File: config.mk
export PLATFORM = sky130hd
export DESIGN_NAME = cmb_mode_control
export DESIGN_NICKNAME = d
export VERILOG_FILES = /design/src/cmb_pkg.sv /design/src/cmb_pin_sync.sv /design/src/cmb_serial_port.sv /design/src/cmb_mode_control.sv
export SDC_FILE = /design/constraint.sdc
export NUM_CORES = 1
export LEC_CHECK = 0
export ABC_AREA = 1
export BUFFER_PORTS_ARGS = -buffer_cell sky130_fd_sc_hd__buf_4
export CORE_AREA = 2 2 190 192
export CTS_CLUSTER_DIAMETER = 40
export DETAILED_ROUTE_END_ITERATION = 6
export DIE_AREA = 0 0 192 194
export PLACE_DENSITY_LB_ADDON = 0.3
export SKIP_LAST_GASP = 1
export SYNTH_ARGS = -nofsm -noshare
export SYNTH_HDL_FRONTEND = slang
export SYNTH_SLANG_ARGS = --single-unit
export TNS_END_PERCENT = 5
File: constraint.sdc
create_clock -name clk -period 13.9 [get_ports clk]
set_clock_uncertainty 0.05 [all_clocks]
set_input_delay 2.78 -clock clk [delete_from_list [all_inputs] [get_ports clk]]
set_output_delay 2.78 -clock clk [all_outputs]
set_load 0.05 [all_outputs]
File: src/cmb_pkg.sv
// Constants shared by the converter mode control bank.
// Assumes a single 25 MHz clock domain and a 16-bit register map.
package cmb_pkg;

	// Clock rate of the control logic.
	localparam int CMB_CLK_MHZ = 25;

	// Register indices on the serial control port.
	localparam logic [3:0] CMB_REG_MAIN     = 4'h0;
	localparam logic [3:0] CMB_REG_I_OFS    = 4'h2;
	localparam logic [3:0] CMB_REG_I_FSR    = 4'h3;
	localparam logic [3:0] CMB_REG_CAL      = 4'h4;
	localparam logic [3:0] CMB_REG_SKEW     = 4'h7;
	localparam logic [3:0] CMB_REG_Q_OFS    = 4'hA;
	localparam logic [3:0] CMB_REG_Q_FSR    = 4'hB;
	localparam logic [3:0] CMB_REG_PH_CRS   = 4'hC;
	localparam logic [3:0] CMB_REG_PH_FINE  = 4'hD;
	localparam logic [3:0] CMB_REG_SYNC     = 4'hE;

	// One bit per implemented register index.
	localparam logic [15:0] CMB_MAPPED = 16'h7C9D;

	// Main configuration register fields.
	localparam int CMB_B_CAL        = 15;
	localparam int CMB_B_PHASE      = 14;
	localparam int CMB_B_SWING      = 13;
	localparam int CMB_B_TEST       = 12;
	localparam int CMB_B_PD_FIRST   = 11;
	localparam int CMB_B_PD_SECOND  = 10;
	localparam int CMB_B_INTERLEAVE = 7;
	localparam int CMB_B_BOTH_IN    = 6;
	localparam int CMB_B_SECOND_IN  = 5;
	localparam int CMB_B_TWOS       = 4;
	localparam int CMB_B_STAMP      = 3;
	localparam int CMB_B_SDR        = 2;

	// Calibration adjust field.
	localparam int CMB_B_CAL_ACCESS = 7;

	// Sampling clock phase adjust enable in the coarse register.
	localparam int CMB_B_PH_EN = 15;

	// Synchronization register fields.
	localparam int CMB_B_SECONDARY = 10;
	localparam int CMB_B_RCO_TWO   = 9;
	localparam int CMB_B_RCO_ONE   = 8;
	localparam int CMB_B_DUAL_CLK  = 6;
	localparam int CMB_B_DCLK_RST  = 0;

	// Full-scale words for the range pin: high is mid scale, low is minimum.
	localparam logic [15:0] CMB_FSR_MID = 16'h4000;
	localparam logic [15:0] CMB_FSR_MIN = 16'h0000;

	// Reset values; the main register defaults to the higher output swing.
	localparam logic [15:0] CMB_REG_RESET [16] = '{
		16'h2000, 16'h0000, 16'h0000, CMB_FSR_MID,
		16'h0000, 16'h0000, 16'h0000, 16'h0040,
		16'h0000, 16'h0000, 16'h0000, CMB_FSR_MID,
		16'h0000, 16'h0000, 16'h0000, 16'h0000
	};

	// Serial frame: 8 header bits (read flag, address) and 16 data bits.
	localparam logic [4:0] CMB_HDR_BITS   = 5'h08;
	localparam logic [4:0] CMB_FRAME_BITS = 5'h18;
	localparam int         CMB_RW_POS     = 6;

	// Pin synchronizer lanes.
	localparam int CMB_P_EXT    = 0;
	localparam int CMB_P_IL     = 1;
	localparam int CMB_P_FSR    = 2;
	localparam int CMB_P_PHASE  = 3;
	localparam int CMB_P_TEST   = 4;
	localparam int CMB_P_CAL    = 5;
	localparam int CMB_P_PD1    = 6;
	localparam int CMB_P_PD2    = 7;
	localparam int CMB_P_DEMUX  = 8;
	localparam int CMB_P_SCS_N  = 9;
	localparam int CMB_P_SCLK   = 10;
	localparam int CMB_P_SDI    = 11;
	localparam int CMB_PIN_W    = 12;

endpackage

File: src/cmb_pin_sync.sv
// Two-stage synchronizers for the static control pins and serial pins.
// Assumes the pins are asynchronous to clk.
module cmb_pin_sync
	import cmb_pkg::*;
(
	// Clock and reset.
	input  wire logic                 clk,
	input  wire logic                 rst,
	// Raw pins and their synchronized copies.
	input  wire logic [CMB_PIN_W-1:0] pin_raw,
	output logic      [CMB_PIN_W-1:0] pin_sync
);

	logic [CMB_PIN_W-1:0] meta_ff;
	logic [CMB_PIN_W-1:0] sync_ff;

	// The chip select lane idles high, all others low.
	for (genvar i = 0; i < CMB_PIN_W; i++) begin : g_lane
		always_ff @(posedge clk or posedge rst) begin
			if (rst) begin
				meta_ff[i] <= (i == CMB_P_SCS_N);
				sync_ff[i] <= (i == CMB_P_SCS_N);
			end else begin
				meta_ff[i] <= pin_raw[i];
				sync_ff[i] <= meta_ff[i];
			end
		end
	end

	assign pin_sync = sync_ff;

endmodule

File: src/cmb_serial_port.sv
// Serial control port slave: 8-bit header then 16 data bits, MSB first.
// Assumes synchronized pins; data sampled on rising serial clock edges.
module cmb_serial_port
	import cmb_pkg::*;
(
	// Clock and reset.
	input  wire logic        clk,
	input  wire logic        rst,
	// Synchronized serial pins.
	input  wire logic        scs_n_s,
	input  wire logic        sclk_s,
	input  wire logic        sdi_s,
	// Register access.
	input  wire logic [15:0] rd_data,
	output logic             wr_en,
	output logic      [3:0]  addr,
	output logic      [15:0] wr_data,
	// Serial data out with its enable.
	output logic             sdo,
	output logic             sdo_oe
);

	logic        sclk_d_ff;
	logic [4:0]  cnt_ff;
	logic [15:0] shift_ff;
	logic        rd_ff;
	logic [3:0]  addr_ff;
	logic [15:0] out_ff;
	logic        wr_en_ff;
	logic [15:0] wr_data_ff;
	logic        sdo_ff;
	logic        sdo_oe_ff;
	logic        rise;
	logic        fall;

	assign rise = sclk_s & ~sclk_d_ff;
	assign fall = ~sclk_s & sclk_d_ff;

	always_ff @(posedge clk or posedge rst) begin
		if (rst) begin
			sclk_d_ff <= 1'b0;
		end else begin
			sclk_d_ff <= sclk_s;
		end
	end

	// Shifts in the header and write data; a write lands after the last bit.
	always_ff @(posedge clk or posedge rst) begin
		if (rst) begin
			cnt_ff     <= 5'h00;
			shift_ff   <= 16'h0000;
			rd_ff      <= 1'b0;
			addr_ff    <= 4'h0;
			wr_en_ff   <= 1'b0;
			wr_data_ff <= 16'h0000;
		end else begin
			wr_en_ff <= 1'b0;
			if (scs_n_s) begin
				cnt_ff <= 5'h00;
			end else if (rise && cnt_ff < CMB_FRAME_BITS) begin
				shift_ff <= {shift_ff[14:0], sdi_s};
				cnt_ff   <= cnt_ff + 5'h01;
				if (cnt_ff == CMB_HDR_BITS - 5'h01) begin
					rd_ff   <= shift_ff[CMB_RW_POS - 1];
					addr_ff <= {shift_ff[2:0], sdi_s};
				end
				if (cnt_ff == CMB_FRAME_BITS - 5'h01 && !rd_ff) begin
					wr_en_ff   <= 1'b1;
					wr_data_ff <= {shift_ff[14:0], sdi_s};
				end
			end
		end
	end

	// Read data leave on falling serial clock edges after the header.
	always_ff @(posedge clk or posedge rst) begin
		if (rst) begin
			out_ff    <= 16'h0000;
			sdo_ff    <= 1'b0;
			sdo_oe_ff <= 1'b0;
		end else if (scs_n_s) begin
			sdo_ff    <= 1'b0;
			sdo_oe_ff <= 1'b0;
		end else if (fall && rd_ff && cnt_ff >= CMB_HDR_BITS
				&& cnt_ff < CMB_FRAME_BITS) begin
			sdo_oe_ff <= 1'b1;
			if (cnt_ff == CMB_HDR_BITS) begin
				sdo_ff <= rd_data[15];
				out_ff <= {rd_data[14:0], 1'b0};
			end else begin
				sdo_ff <= out_ff[15];
				out_ff <= {out_ff[14:0], 1'b0};
			end
		end
	end

	assign wr_en   = wr_en_ff;
	assign addr    = addr_ff;
	assign wr_data = wr_data_ff;
	assign sdo     = sdo_ff;
	assign sdo_oe  = sdo_oe_ff;

endmodule

File: src/cmb_mode_control.sv
// Mode and configuration control bank of a dual-channel sampling converter.
// Assumes control pins and serial pins are asynchronous to clk.

// Notes on behaviour
// - Two schemes: static pins, or extended registers over the serial port.
// - Interleave follows its pin in pin mode, main bit 7 in extended.
// - Main bits 6:5 pick interleave input in extended mode only.
// - Dual-clock interleave from sync register bit 6, extended only.
// - Range follows its pin, else registers 3h and Bh, default mid.
// - Output phase follows its pin, else main bit 14, default zero.
// - Main bit 2 selects SDR in extended; pin mode always DDR.
// - Main bit 13 picks swing in extended; pin mode always higher.
// - Main bit 4 picks two's complement; pin mode offset binary.
// - Test pattern follows its pin, else main bit 12, default off.
// - Time stamp only in extended mode through main bit 3, default off.
// - Calibration starts from its pin always, or main bit 15 in extended.
// - Register 4h adjusts calibration; bit 7 enables value access.
// - First channel powers down by pin, or main bit 11 in extended.
// - Second channel powers down by pin, or main bit 10 in extended.
// - Demux bypass follows only its pin, in both modes.
// - Synchronization set by register Eh in extended, default primary.
module cmb_mode_control
	import cmb_pkg::*;
(
	// Clock and reset.
	input  wire logic        clk,
	input  wire logic        rst,
	// Static control pins.
	input  wire logic        extended_control_scheme,
	input  wire logic        interleave_pin,
	input  wire logic        range_select_pin,
	input  wire logic        output_phase_pin,
	input  wire logic        test_pattern_pin,
	input  wire logic        cal_pin,
	input  wire logic        first_powerdown_pin,
	input  wire logic        second_powerdown_pin,
	input  wire logic        demux_bypass_pin,
	// Serial control port.
	input  wire logic        scs_n,
	input  wire logic        sclk,
	input  wire logic        sdi,
	output logic             sdo,
	output logic             sdo_oe,
	// Input path controls.
	output logic             extended_mode_active,
	output logic             interleave_en,
	output logic             interleave_use_second_input,
	output logic             interleave_use_both_inputs,
	output logic             dual_clock_interleave,
	output logic      [15:0] i_full_scale,
	output logic      [15:0] q_full_scale,
	output logic      [15:0] i_offset,
	output logic      [15:0] q_offset,
	output logic      [15:0] skew_trim,
	output logic             clk_phase_adjust_en,
	output logic      [15:0] clk_phase_coarse,
	output logic      [15:0] clk_phase_fine,
	// Output path controls.
	output logic             output_phase_select,
	output logic             sdr_select,
	output logic             output_swing_low,
	output logic             twos_complement_select,
	output logic             test_pattern_enable,
	output logic             timestamp_enable,
	output logic             demux_bypass,
	// Calibration.
	output logic             cal_start,
	output logic      [15:0] cal_adjust,
	output logic             cal_value_access_enable,
	// Power down.
	output logic             first_channel_powerdown,
	output logic             second_channel_powerdown,
	// Synchronization.
	output logic      [15:0] sync_config,
	output logic             sync_secondary_role,
	output logic             ref_clock_output_one,
	output logic             ref_clock_output_two,
	output logic             dclk_reset
);

	logic [CMB_PIN_W-1:0] pin_s;
	logic                 ext_s;
	logic                 wr_en;
	logic [3:0]           wr_addr;
	logic [15:0]          wr_data;
	logic [15:0]          rd_data;
	logic [15:0]          cfg_ff [16];
	logic [15:0]          eff [16];
	logic                 cal_pin_d_ff;
	logic                 cal_bit_d_ff;
	logic [15:0]          main_w;
	logic                 nxt_cal_start;

	cmb_pin_sync u_sync (
		.clk      (clk),
		.rst      (rst),
		.pin_raw  ({sdi, sclk, scs_n, demux_bypass_pin,
			second_powerdown_pin, first_powerdown_pin, cal_pin,
			test_pattern_pin, output_phase_pin, range_select_pin,
			interleave_pin, extended_control_scheme}),
		.pin_sync (pin_s)
	);

	assign ext_s = pin_s[CMB_P_EXT];

	cmb_serial_port u_port (
		.clk     (clk),
		.rst     (rst),
		.scs_n_s (pin_s[CMB_P_SCS_N]),
		.sclk_s  (pin_s[CMB_P_SCLK]),
		.sdi_s   (pin_s[CMB_P_SDI]),
		.rd_data (rd_data),
		.wr_en   (wr_en),
		.addr    (wr_addr),
		.wr_data (wr_data),
		.sdo     (sdo),
		.sdo_oe  (sdo_oe)
	);

	// Registers accept writes in either mode but act only in extended mode.
	for (genvar i = 0; i < 16; i++) begin : g_reg
		if (CMB_MAPPED[i]) begin : g_impl
			always_ff @(posedge clk or posedge rst) begin
				if (rst) begin
					cfg_ff[i] <= CMB_REG_RESET[i];
				end else if (wr_en && wr_addr == 4'(i)) begin
					cfg_ff[i] <= wr_data;
				end
			end
		end else begin : g_hole
			assign cfg_ff[i] = 16'h0000;
		end
		assign eff[i] = ext_s ? cfg_ff[i] : CMB_REG_RESET[i];
	end

	assign rd_data = cfg_ff[wr_addr];

	// Main register view with pin-mode features forced from pins.
	always_comb begin
		main_w = eff[CMB_REG_MAIN];
		if (!ext_s) begin
			main_w[CMB_B_INTERLEAVE] = pin_s[CMB_P_IL];
			main_w[CMB_B_PHASE]      = pin_s[CMB_P_PHASE];
			main_w[CMB_B_TEST]       = pin_s[CMB_P_TEST];
		end
		main_w[CMB_B_PD_FIRST]  = main_w[CMB_B_PD_FIRST]
			| pin_s[CMB_P_PD1];
		main_w[CMB_B_PD_SECOND] = main_w[CMB_B_PD_SECOND]
			| pin_s[CMB_P_PD2];
	end

	// Calibration starts on a rising pin or a rising register bit.
	assign nxt_cal_start = (pin_s[CMB_P_CAL] & ~cal_pin_d_ff)
		| (ext_s & cfg_ff[CMB_REG_MAIN][CMB_B_CAL] & ~cal_bit_d_ff);

	always_ff @(posedge clk or posedge rst) begin
		if (rst) begin
			cal_pin_d_ff <= 1'b0;
			cal_bit_d_ff <= 1'b0;
			cal_start    <= 1'b0;
		end else begin
			cal_pin_d_ff <= pin_s[CMB_P_CAL];
			cal_bit_d_ff <= cfg_ff[CMB_REG_MAIN][CMB_B_CAL];
			cal_start    <= nxt_cal_start;
		end
	end

	// Input path controls.
	always_ff @(posedge clk or posedge rst) begin
		if (rst) begin
			extended_mode_active        <= 1'b0;
			interleave_en               <= 1'b0;
			interleave_use_second_input <= 1'b0;
			interleave_use_both_inputs  <= 1'b0;
			dual_clock_interleave       <= 1'b0;
			i_full_scale                <= CMB_REG_RESET[CMB_REG_I_FSR];
			q_full_scale                <= CMB_REG_RESET[CMB_REG_Q_FSR];
			i_offset                    <= CMB_REG_RESET[CMB_REG_I_OFS];
			q_offset                    <= CMB_REG_RESET[CMB_REG_Q_OFS];
			skew_trim                   <= CMB_REG_RESET[CMB_REG_SKEW];
			clk_phase_adjust_en         <= 1'b0;
			clk_phase_coarse            <= CMB_REG_RESET[CMB_REG_PH_CRS];
			clk_phase_fine              <= CMB_REG_RESET[CMB_REG_PH_FINE];
		end else begin
			extended_mode_active        <= ext_s;
			interleave_en               <= main_w[CMB_B_INTERLEAVE];
			interleave_use_second_input <= main_w[CMB_B_SECOND_IN];
			interleave_use_both_inputs  <= main_w[CMB_B_BOTH_IN];
			dual_clock_interleave <= eff[CMB_REG_SYNC][CMB_B_DUAL_CLK];
			if (ext_s) begin
				i_full_scale <= cfg_ff[CMB_REG_I_FSR];
				q_full_scale <= cfg_ff[CMB_REG_Q_FSR];
			end else begin
				i_full_scale <= pin_s[CMB_P_FSR] ? CMB_FSR_MID
					: CMB_FSR_MIN;
				q_full_scale <= pin_s[CMB_P_FSR] ? CMB_FSR_MID
					: CMB_FSR_MIN;
			end
			i_offset            <= eff[CMB_REG_I_OFS];
			q_offset            <= eff[CMB_REG_Q_OFS];
			skew_trim           <= eff[CMB_REG_SKEW];
			clk_phase_adjust_en <= eff[CMB_REG_PH_CRS][CMB_B_PH_EN];
			clk_phase_coarse    <= eff[CMB_REG_PH_CRS];
			clk_phase_fine      <= eff[CMB_REG_PH_FINE];
		end
	end

	// Output path, calibration, power and synchronization controls.
	always_ff @(posedge clk or posedge rst) begin
		if (rst) begin
			output_phase_select      <= 1'b0;
			sdr_select               <= 1'b0;
			output_swing_low         <= 1'b0;
			twos_complement_select   <= 1'b0;
			test_pattern_enable      <= 1'b0;
			timestamp_enable         <= 1'b0;
			demux_bypass             <= 1'b0;
			cal_adjust               <= CMB_REG_RESET[CMB_REG_CAL];
			cal_value_access_enable  <= 1'b0;
			first_channel_powerdown  <= 1'b0;
			second_channel_powerdown <= 1'b0;
			sync_config              <= CMB_REG_RESET[CMB_REG_SYNC];
			sync_secondary_role      <= 1'b0;
			ref_clock_output_one     <= 1'b0;
			ref_clock_output_two     <= 1'b0;
			dclk_reset               <= 1'b0;
		end else begin
			output_phase_select    <= main_w[CMB_B_PHASE];
			sdr_select             <= main_w[CMB_B_SDR];
			// Stored bit is one for the higher swing.
			output_swing_low       <= ~main_w[CMB_B_SWING];
			twos_complement_select <= main_w[CMB_B_TWOS];
			test_pattern_enable    <= main_w[CMB_B_TEST];
			timestamp_enable       <= main_w[CMB_B_STAMP];
			demux_bypass           <= pin_s[CMB_P_DEMUX];
			cal_adjust             <= eff[CMB_REG_CAL];
			cal_value_access_enable <=
				eff[CMB_REG_CAL][CMB_B_CAL_ACCESS];
			first_channel_powerdown  <= main_w[CMB_B_PD_FIRST];
			second_channel_powerdown <= main_w[CMB_B_PD_SECOND];
			sync_config          <= eff[CMB_REG_SYNC];
			sync_secondary_role  <= eff[CMB_REG_SYNC][CMB_B_SECONDARY];
			ref_clock_output_one <= eff[CMB_REG_SYNC][CMB_B_RCO_ONE];
			ref_clock_output_two <= eff[CMB_REG_SYNC][CMB_B_RCO_TWO];
			dclk_reset           <= eff[CMB_REG_SYNC][CMB_B_DCLK_RST];
		end
	end
endmodule

# Yosys cells after proc, flatten, opt, wreduce, memory -nomap -nowiden
# Cells that the tools add are included.
# op_classes
n_eq_ne,12
mux,28
n_bitwise,15
magnitude_cmp,3
add_sub_neg,1
n_reduce_logical,23
# ops
op,n
16-bit two-way mux,12
16-bit binary-select mux with 4-bit select,1
15-bit two-way mux,2
"4-bit equality test, second input constant",5
1-bit logical AND,15
1-bit two-way mux,11
5-bit two-way mux,2
"4-bit by 2-bit equality test with 1-bit output, second input constant",2
"4-bit by 3-bit equality test with 1-bit output, second input constant",2
1-bit inverter,6
3-bit AND reduction,2
"5-bit by 1-bit adder with 5-bit output, second input constant",1
1-bit bitwise AND,5
"5-bit by 3-bit equality test with 1-bit output, second input constant",1
"5-bit by 4-bit equality test with 1-bit output, second input constant",1
"5-bit equality test, second input constant",1
"5-bit by 4-bit >= comparator with 1-bit output, second input constant",1
"5-bit >= comparator, second input constant",1
"5-bit less-than comparator, second input constant",1
4-bit inverter with 5-bit output,1
4-bit logical NOT,1
2-bit AND reduction,2
2-bit nonzero test,2
1-bit OR,3
1-bit logical NOT,1
# totals
register_bits,412
out_inout_bits,167
elab_cells,158

# Logic depth before layout (Yosys ltp)
# logic_depth
word_depth,7
depth_mapped,10

# Hierarchy
# From an unflattened synthesis, not the netlist that was laid out.
# unflattened
hier_cells,1771
area_unflattened_um2,16026.6
# modules_own_cells
mod,area_each_um2,instances,cells_per_inst,seq_area_each_um2
cmb_mode_control,12649.6,1,1414,8016.4
cmb_serial_port,2770.2,1,332,1501.4
cmb_pin_sync,606.8,1,25,603.1

# Worst setup path after synthesis
# OpenSTA, ideal clock, no wires.
# synth_timing
path_kind,register to output
from,register cal_adjust[7]
to,output port cal_adjust[7]
stages_incl_launch_ff,2
required_ns,11.070
setup_slack_ns,10.184
t_arrival_ns,0.886
path_cell_list,dfrtp_1 buf_4
# synth_rtl
element,line_no,rtl
"start, declared",cmb_mode_control.sv:68,"output logic [15:0] cal_adjust,"
"start signal, assigned",cmb_mode_control.sv:218,cal_adjust <= CMB_REG_RESET[CMB_REG_CAL];
"start signal, assigned",cmb_mode_control.sv:236,cal_adjust <= eff[CMB_REG_CAL];
# No word-level cell between the ends.

==> results.toml <==
[yosys]
synth_sequential_area_ratio_pct = 64.8
syn-instance-count = 1712
synth_top_cells_by_area = "sky130_fd_sc_hd__dfrtp_1, sky130_fd_sc_hd__nand2_1, sky130_fd_sc_hd__o21ai_0"
number_of_library_cell_types_mapped_by_synthesis = 25
synth.yosys.warnings = 0
post-synth-top-area-fraction_pct = 63.3
yosysTopAreaCell = "sky130_fd_sc_hd__dfrtp_1"
synthesized_area_per_cell_um2 = 9.13
mappedNetlistArea_um2 = 15600
yosys_register_bits = 404
postSynthNetCount = 1728

[detailed_routing]
finalWirelength_um = 40400
detail-route-antenna-nets = 0
first_iter_violations = 1011
route.detailed.vias_per_inst = 4.96
routed-via-count = 11700
routed_length_per_instance_um = 17.1
drcViolationCount = 0
drt_pass_1_iters = 6

[clocking]
clkLatencyLatePin_ns = 0.58
cts-resized-gates = 0
sink_count = 404
hold_buffers = 0
cts.root.buffer_cell = "sky130_fd_sc_hd__clkbuf_16"
clock_tree_from_tritoncts = "yes"
cts_post_setup_buffers_inserted = 0
cts-buffers-inserted = 51
clock_buffer_depth = 3
clkSlewWorstSetupHoldPaths_ns = 0.05
cts-htree-levels = 2

[placement]
dp_hpwl_um = 25600
dpl.cell_count = 2263
dpl_cell_area_um2 = 17200
gp_congestion = 0.855
io_buffers = 180

[layout]
count_of_nets_after_finishing = 1871
final-instance-count-excl-fill = 2358
syn2layout_area_growth_pct = 21.5
post-route-cell-area_um2 = 19000
ff_latch_area_um2 = 10100
antenna-diode-count = 0
final.fill_count = 3213
total_area_of_multi_input_combinational_cells_um2 = 4340
layout-drive-gt1-share_pct = 15.9

[power]
peakVddDrop_mv = 0.101
power_density_nw_per_um2 = 136
power.net_switching_uw = 578
cellLeakagePower_uw = 0.0104
sw_frac_of_total_pct = 22.4
clock_power_share_pct = 51.6
power.share.sequential_pct = 46.3
intPower_uw = 2010
report.power.total_uw = 2580
combinationalPowerShare_pct = 2.1

[worst_setup_path]
crit_path_end_kind = "async pin"
timing_worst_setup_path_type = "in2async"
worstPathMaxFanout = 184
cp_data_required_time_ns = 14.31
critPathArrivalTime_ns = 5.06
worst_setup_path_start_kind = "primary input"

[run]
timing.max_cap.violations = 0

[die]
initial_core_util_pct = 44.4
die_width_um = 192
site_row_count = 69
fp.dieArea_um2 = 37200
ioPinCount = 181
floorplan.die.height_um = 194
core_area_um2 = 35200

[global_routing]
number_of_antenna_violations_at_the_first_check_in_global_routing = 0
global_route.usage.met2_pct = 34.2
groute.usage.overall_pct = 22.2
grt-busiest-layer = "met2"
met3_usage_pct = 4.13
grt_pass1_wl_um = 64100
grt_max_degree = 185
grt_overflow = 0
met1_usage_pct = 32.0
first_global_vias = 11400

[outcome]
outcome = "complete, no violations"

[timing]
layout_worst_path_cycle_share_pct = 33.4
timing.final.setup_violations = 0
final_max_slew_viol_count = 0
hold_ws_ns = 0.289
period_minus_slack_ns = 4.65
unrepaired_setup_endpoints_after_global_routing = "false"
final-hold-violation-count = 0
timing.setup.tns_ns = 0
slew_headroom_pct = 11.9
clock.fmax_ghz = 0.215
max_slew.worst_pin.slew_ns = 1.32

[hold_path]
hp-class = "reg2reg"
==> worst max-delay path, cell delays in order <==
cell,delay (ns)
sky130_fd_sc_hd__buf_4,0.12
sky130_fd_sc_hd__clkinvlp_4,0.66
sky130_fd_sc_hd__buf_12,0.65
sky130_fd_sc_hd__buf_12,0.71
==> path summary, 6_finish.rpt <==
check,cells past startpoint,slack [ns],to,start
worst max register to register,4,10.68,cfg_ff[252],u_port.addr[1]
worst min-delay path,0,0.29,u_sync.pin_sync[6],u_sync.meta_ff[6]
worst max-delay path,4,9.25,u_port.addr[1],rst
min in group asynchronous,2,2.40,sync_config[4],rst
worst min register to register,0,0.29,u_sync.pin_sync[6],u_sync.meta_ff[6]
max in group clk,1,9.76,skew_trim[6],skew_trim[6]
==> synth_stat cells <==
cell type	instances
sky130_fd_sc_hd__a21oi_1	33
sky130_fd_sc_hd__o22ai_1	1
sky130_fd_sc_hd__inv_1	198
sky130_fd_sc_hd__nand4_1	1
sky130_fd_sc_hd__o21ai_0	183
sky130_fd_sc_hd__nor2_2	3
sky130_fd_sc_hd__o21ai_1	3
sky130_fd_sc_hd__nor2_1	71
sky130_fd_sc_hd__dfrtp_1	395
sky130_fd_sc_hd__buf_4	10
sky130_fd_sc_hd__clkbuf_1	66
sky130_fd_sc_hd__ha_1	2
sky130_fd_sc_hd__inv_2	2
sky130_fd_sc_hd__a21o_1	2
sky130_fd_sc_hd__nor2_4	2
sky130_fd_sc_hd__nor3_4	1
sky130_fd_sc_hd__nor4_1	1
sky130_fd_sc_hd__nand3b_1	1
sky130_fd_sc_hd__nand3_1	151
sky130_fd_sc_hd__or2_2	1
sky130_fd_sc_hd__buf_1	7
sky130_fd_sc_hd__nand2_1	554
sky130_fd_sc_hd__dfstp_2	9
sky130_fd_sc_hd__buf_2	14
sky130_fd_sc_hd__nand2_2	1
==> metal layers <==
layer	routed length, µm	vias to the layer above
met5	0	-
met3	2900	68
li1	-	5609
met4	1050	0
met2	18700	395
met1	17700	5631
==> cell families (layout without fill, tap and decap cells) <==
family                   count (synthesis)  count (layout)  synth area share, %
buffers and inverters                  297             482                 7.49
AND/OR/NAND/NOR                        787             787                 20.4
flip-flops                             404             404                 64.8
adder cells (fa/ha/maj)                  2               2                0.160
AO/OA/AOI/OAI                          222             222                 7.15
==> sequential cells by signal, indices dropped and copies added, names as in the netlist, 15 cells and up <==
signal,count
skew_trim,16
u_port.out_ff,15
u_port.wr_data,16
clk_phase_coarse,15
cal_adjust,16
i_full_scale,16
i_offset,16
u_port.shift_ff,15
q_offset,16
q_full_scale,16
sync_config,16
clk_phase_fine,16
cfg_ff,160
==> final cells by class <==
type | count | area share, %
clock buffer | 62 | 7.20
clock inverter | 33 | 2.04
inverter | 200 | 3.97
multi-input combinational | 1011 | 22.9
sequential | 404 | 53.4
tap | 461 | 3.04
timing repair buffer | 187 | 7.53
==> through the flow <==
step	utilization, %	setup WS (ns)
6_report	53.9	9.25
2_1_floorplan	-	5.64
3_5_place_dp	48.9	8.42
3_3_place_gp	48.9	8.46
4_1_cts	53.9	9.02
5_1_grt	53.9	8.68
==> power by group through the flow <==
| stage | logic, µW | clock network, µW | registers [µW] |
|---|---|---|---|
| detailed placement | 55.9 | 0 | 1220 |
| global route | 62.7 | 1410 | 1200 |
| floorplan | 34.2 | 0 | 1220 |
| finish | 54.1 | 1330 | 1200 |
| global placement | 54.8 | 0 | 1220 |
| CTS | 56.3 | 1360 | 1200 |
==> placed cells by master (no fill, tap or decap), types with 5 or more instances in the layout <==
cell	n
sky130_fd_sc_hd__a21oi_1	33
sky130_fd_sc_hd__buf_4	185
sky130_fd_sc_hd__bufinv_16	5
sky130_fd_sc_hd__clkbuf_1	6
sky130_fd_sc_hd__clkbuf_16	51
sky130_fd_sc_hd__clkbuf_8	5
sky130_fd_sc_hd__clkinv_2	7
sky130_fd_sc_hd__clkinv_4	5
sky130_fd_sc_hd__clkinvlp_4	7
sky130_fd_sc_hd__dfrtp_1	392
sky130_fd_sc_hd__dfstp_2	9
sky130_fd_sc_hd__inv_1	196
sky130_fd_sc_hd__inv_6	7
sky130_fd_sc_hd__nand2_1	554
sky130_fd_sc_hd__nand3_1	151
sky130_fd_sc_hd__nor2_1	70
sky130_fd_sc_hd__o21ai_0	183
No activity file was read; power rests on OpenSTA's default activity.
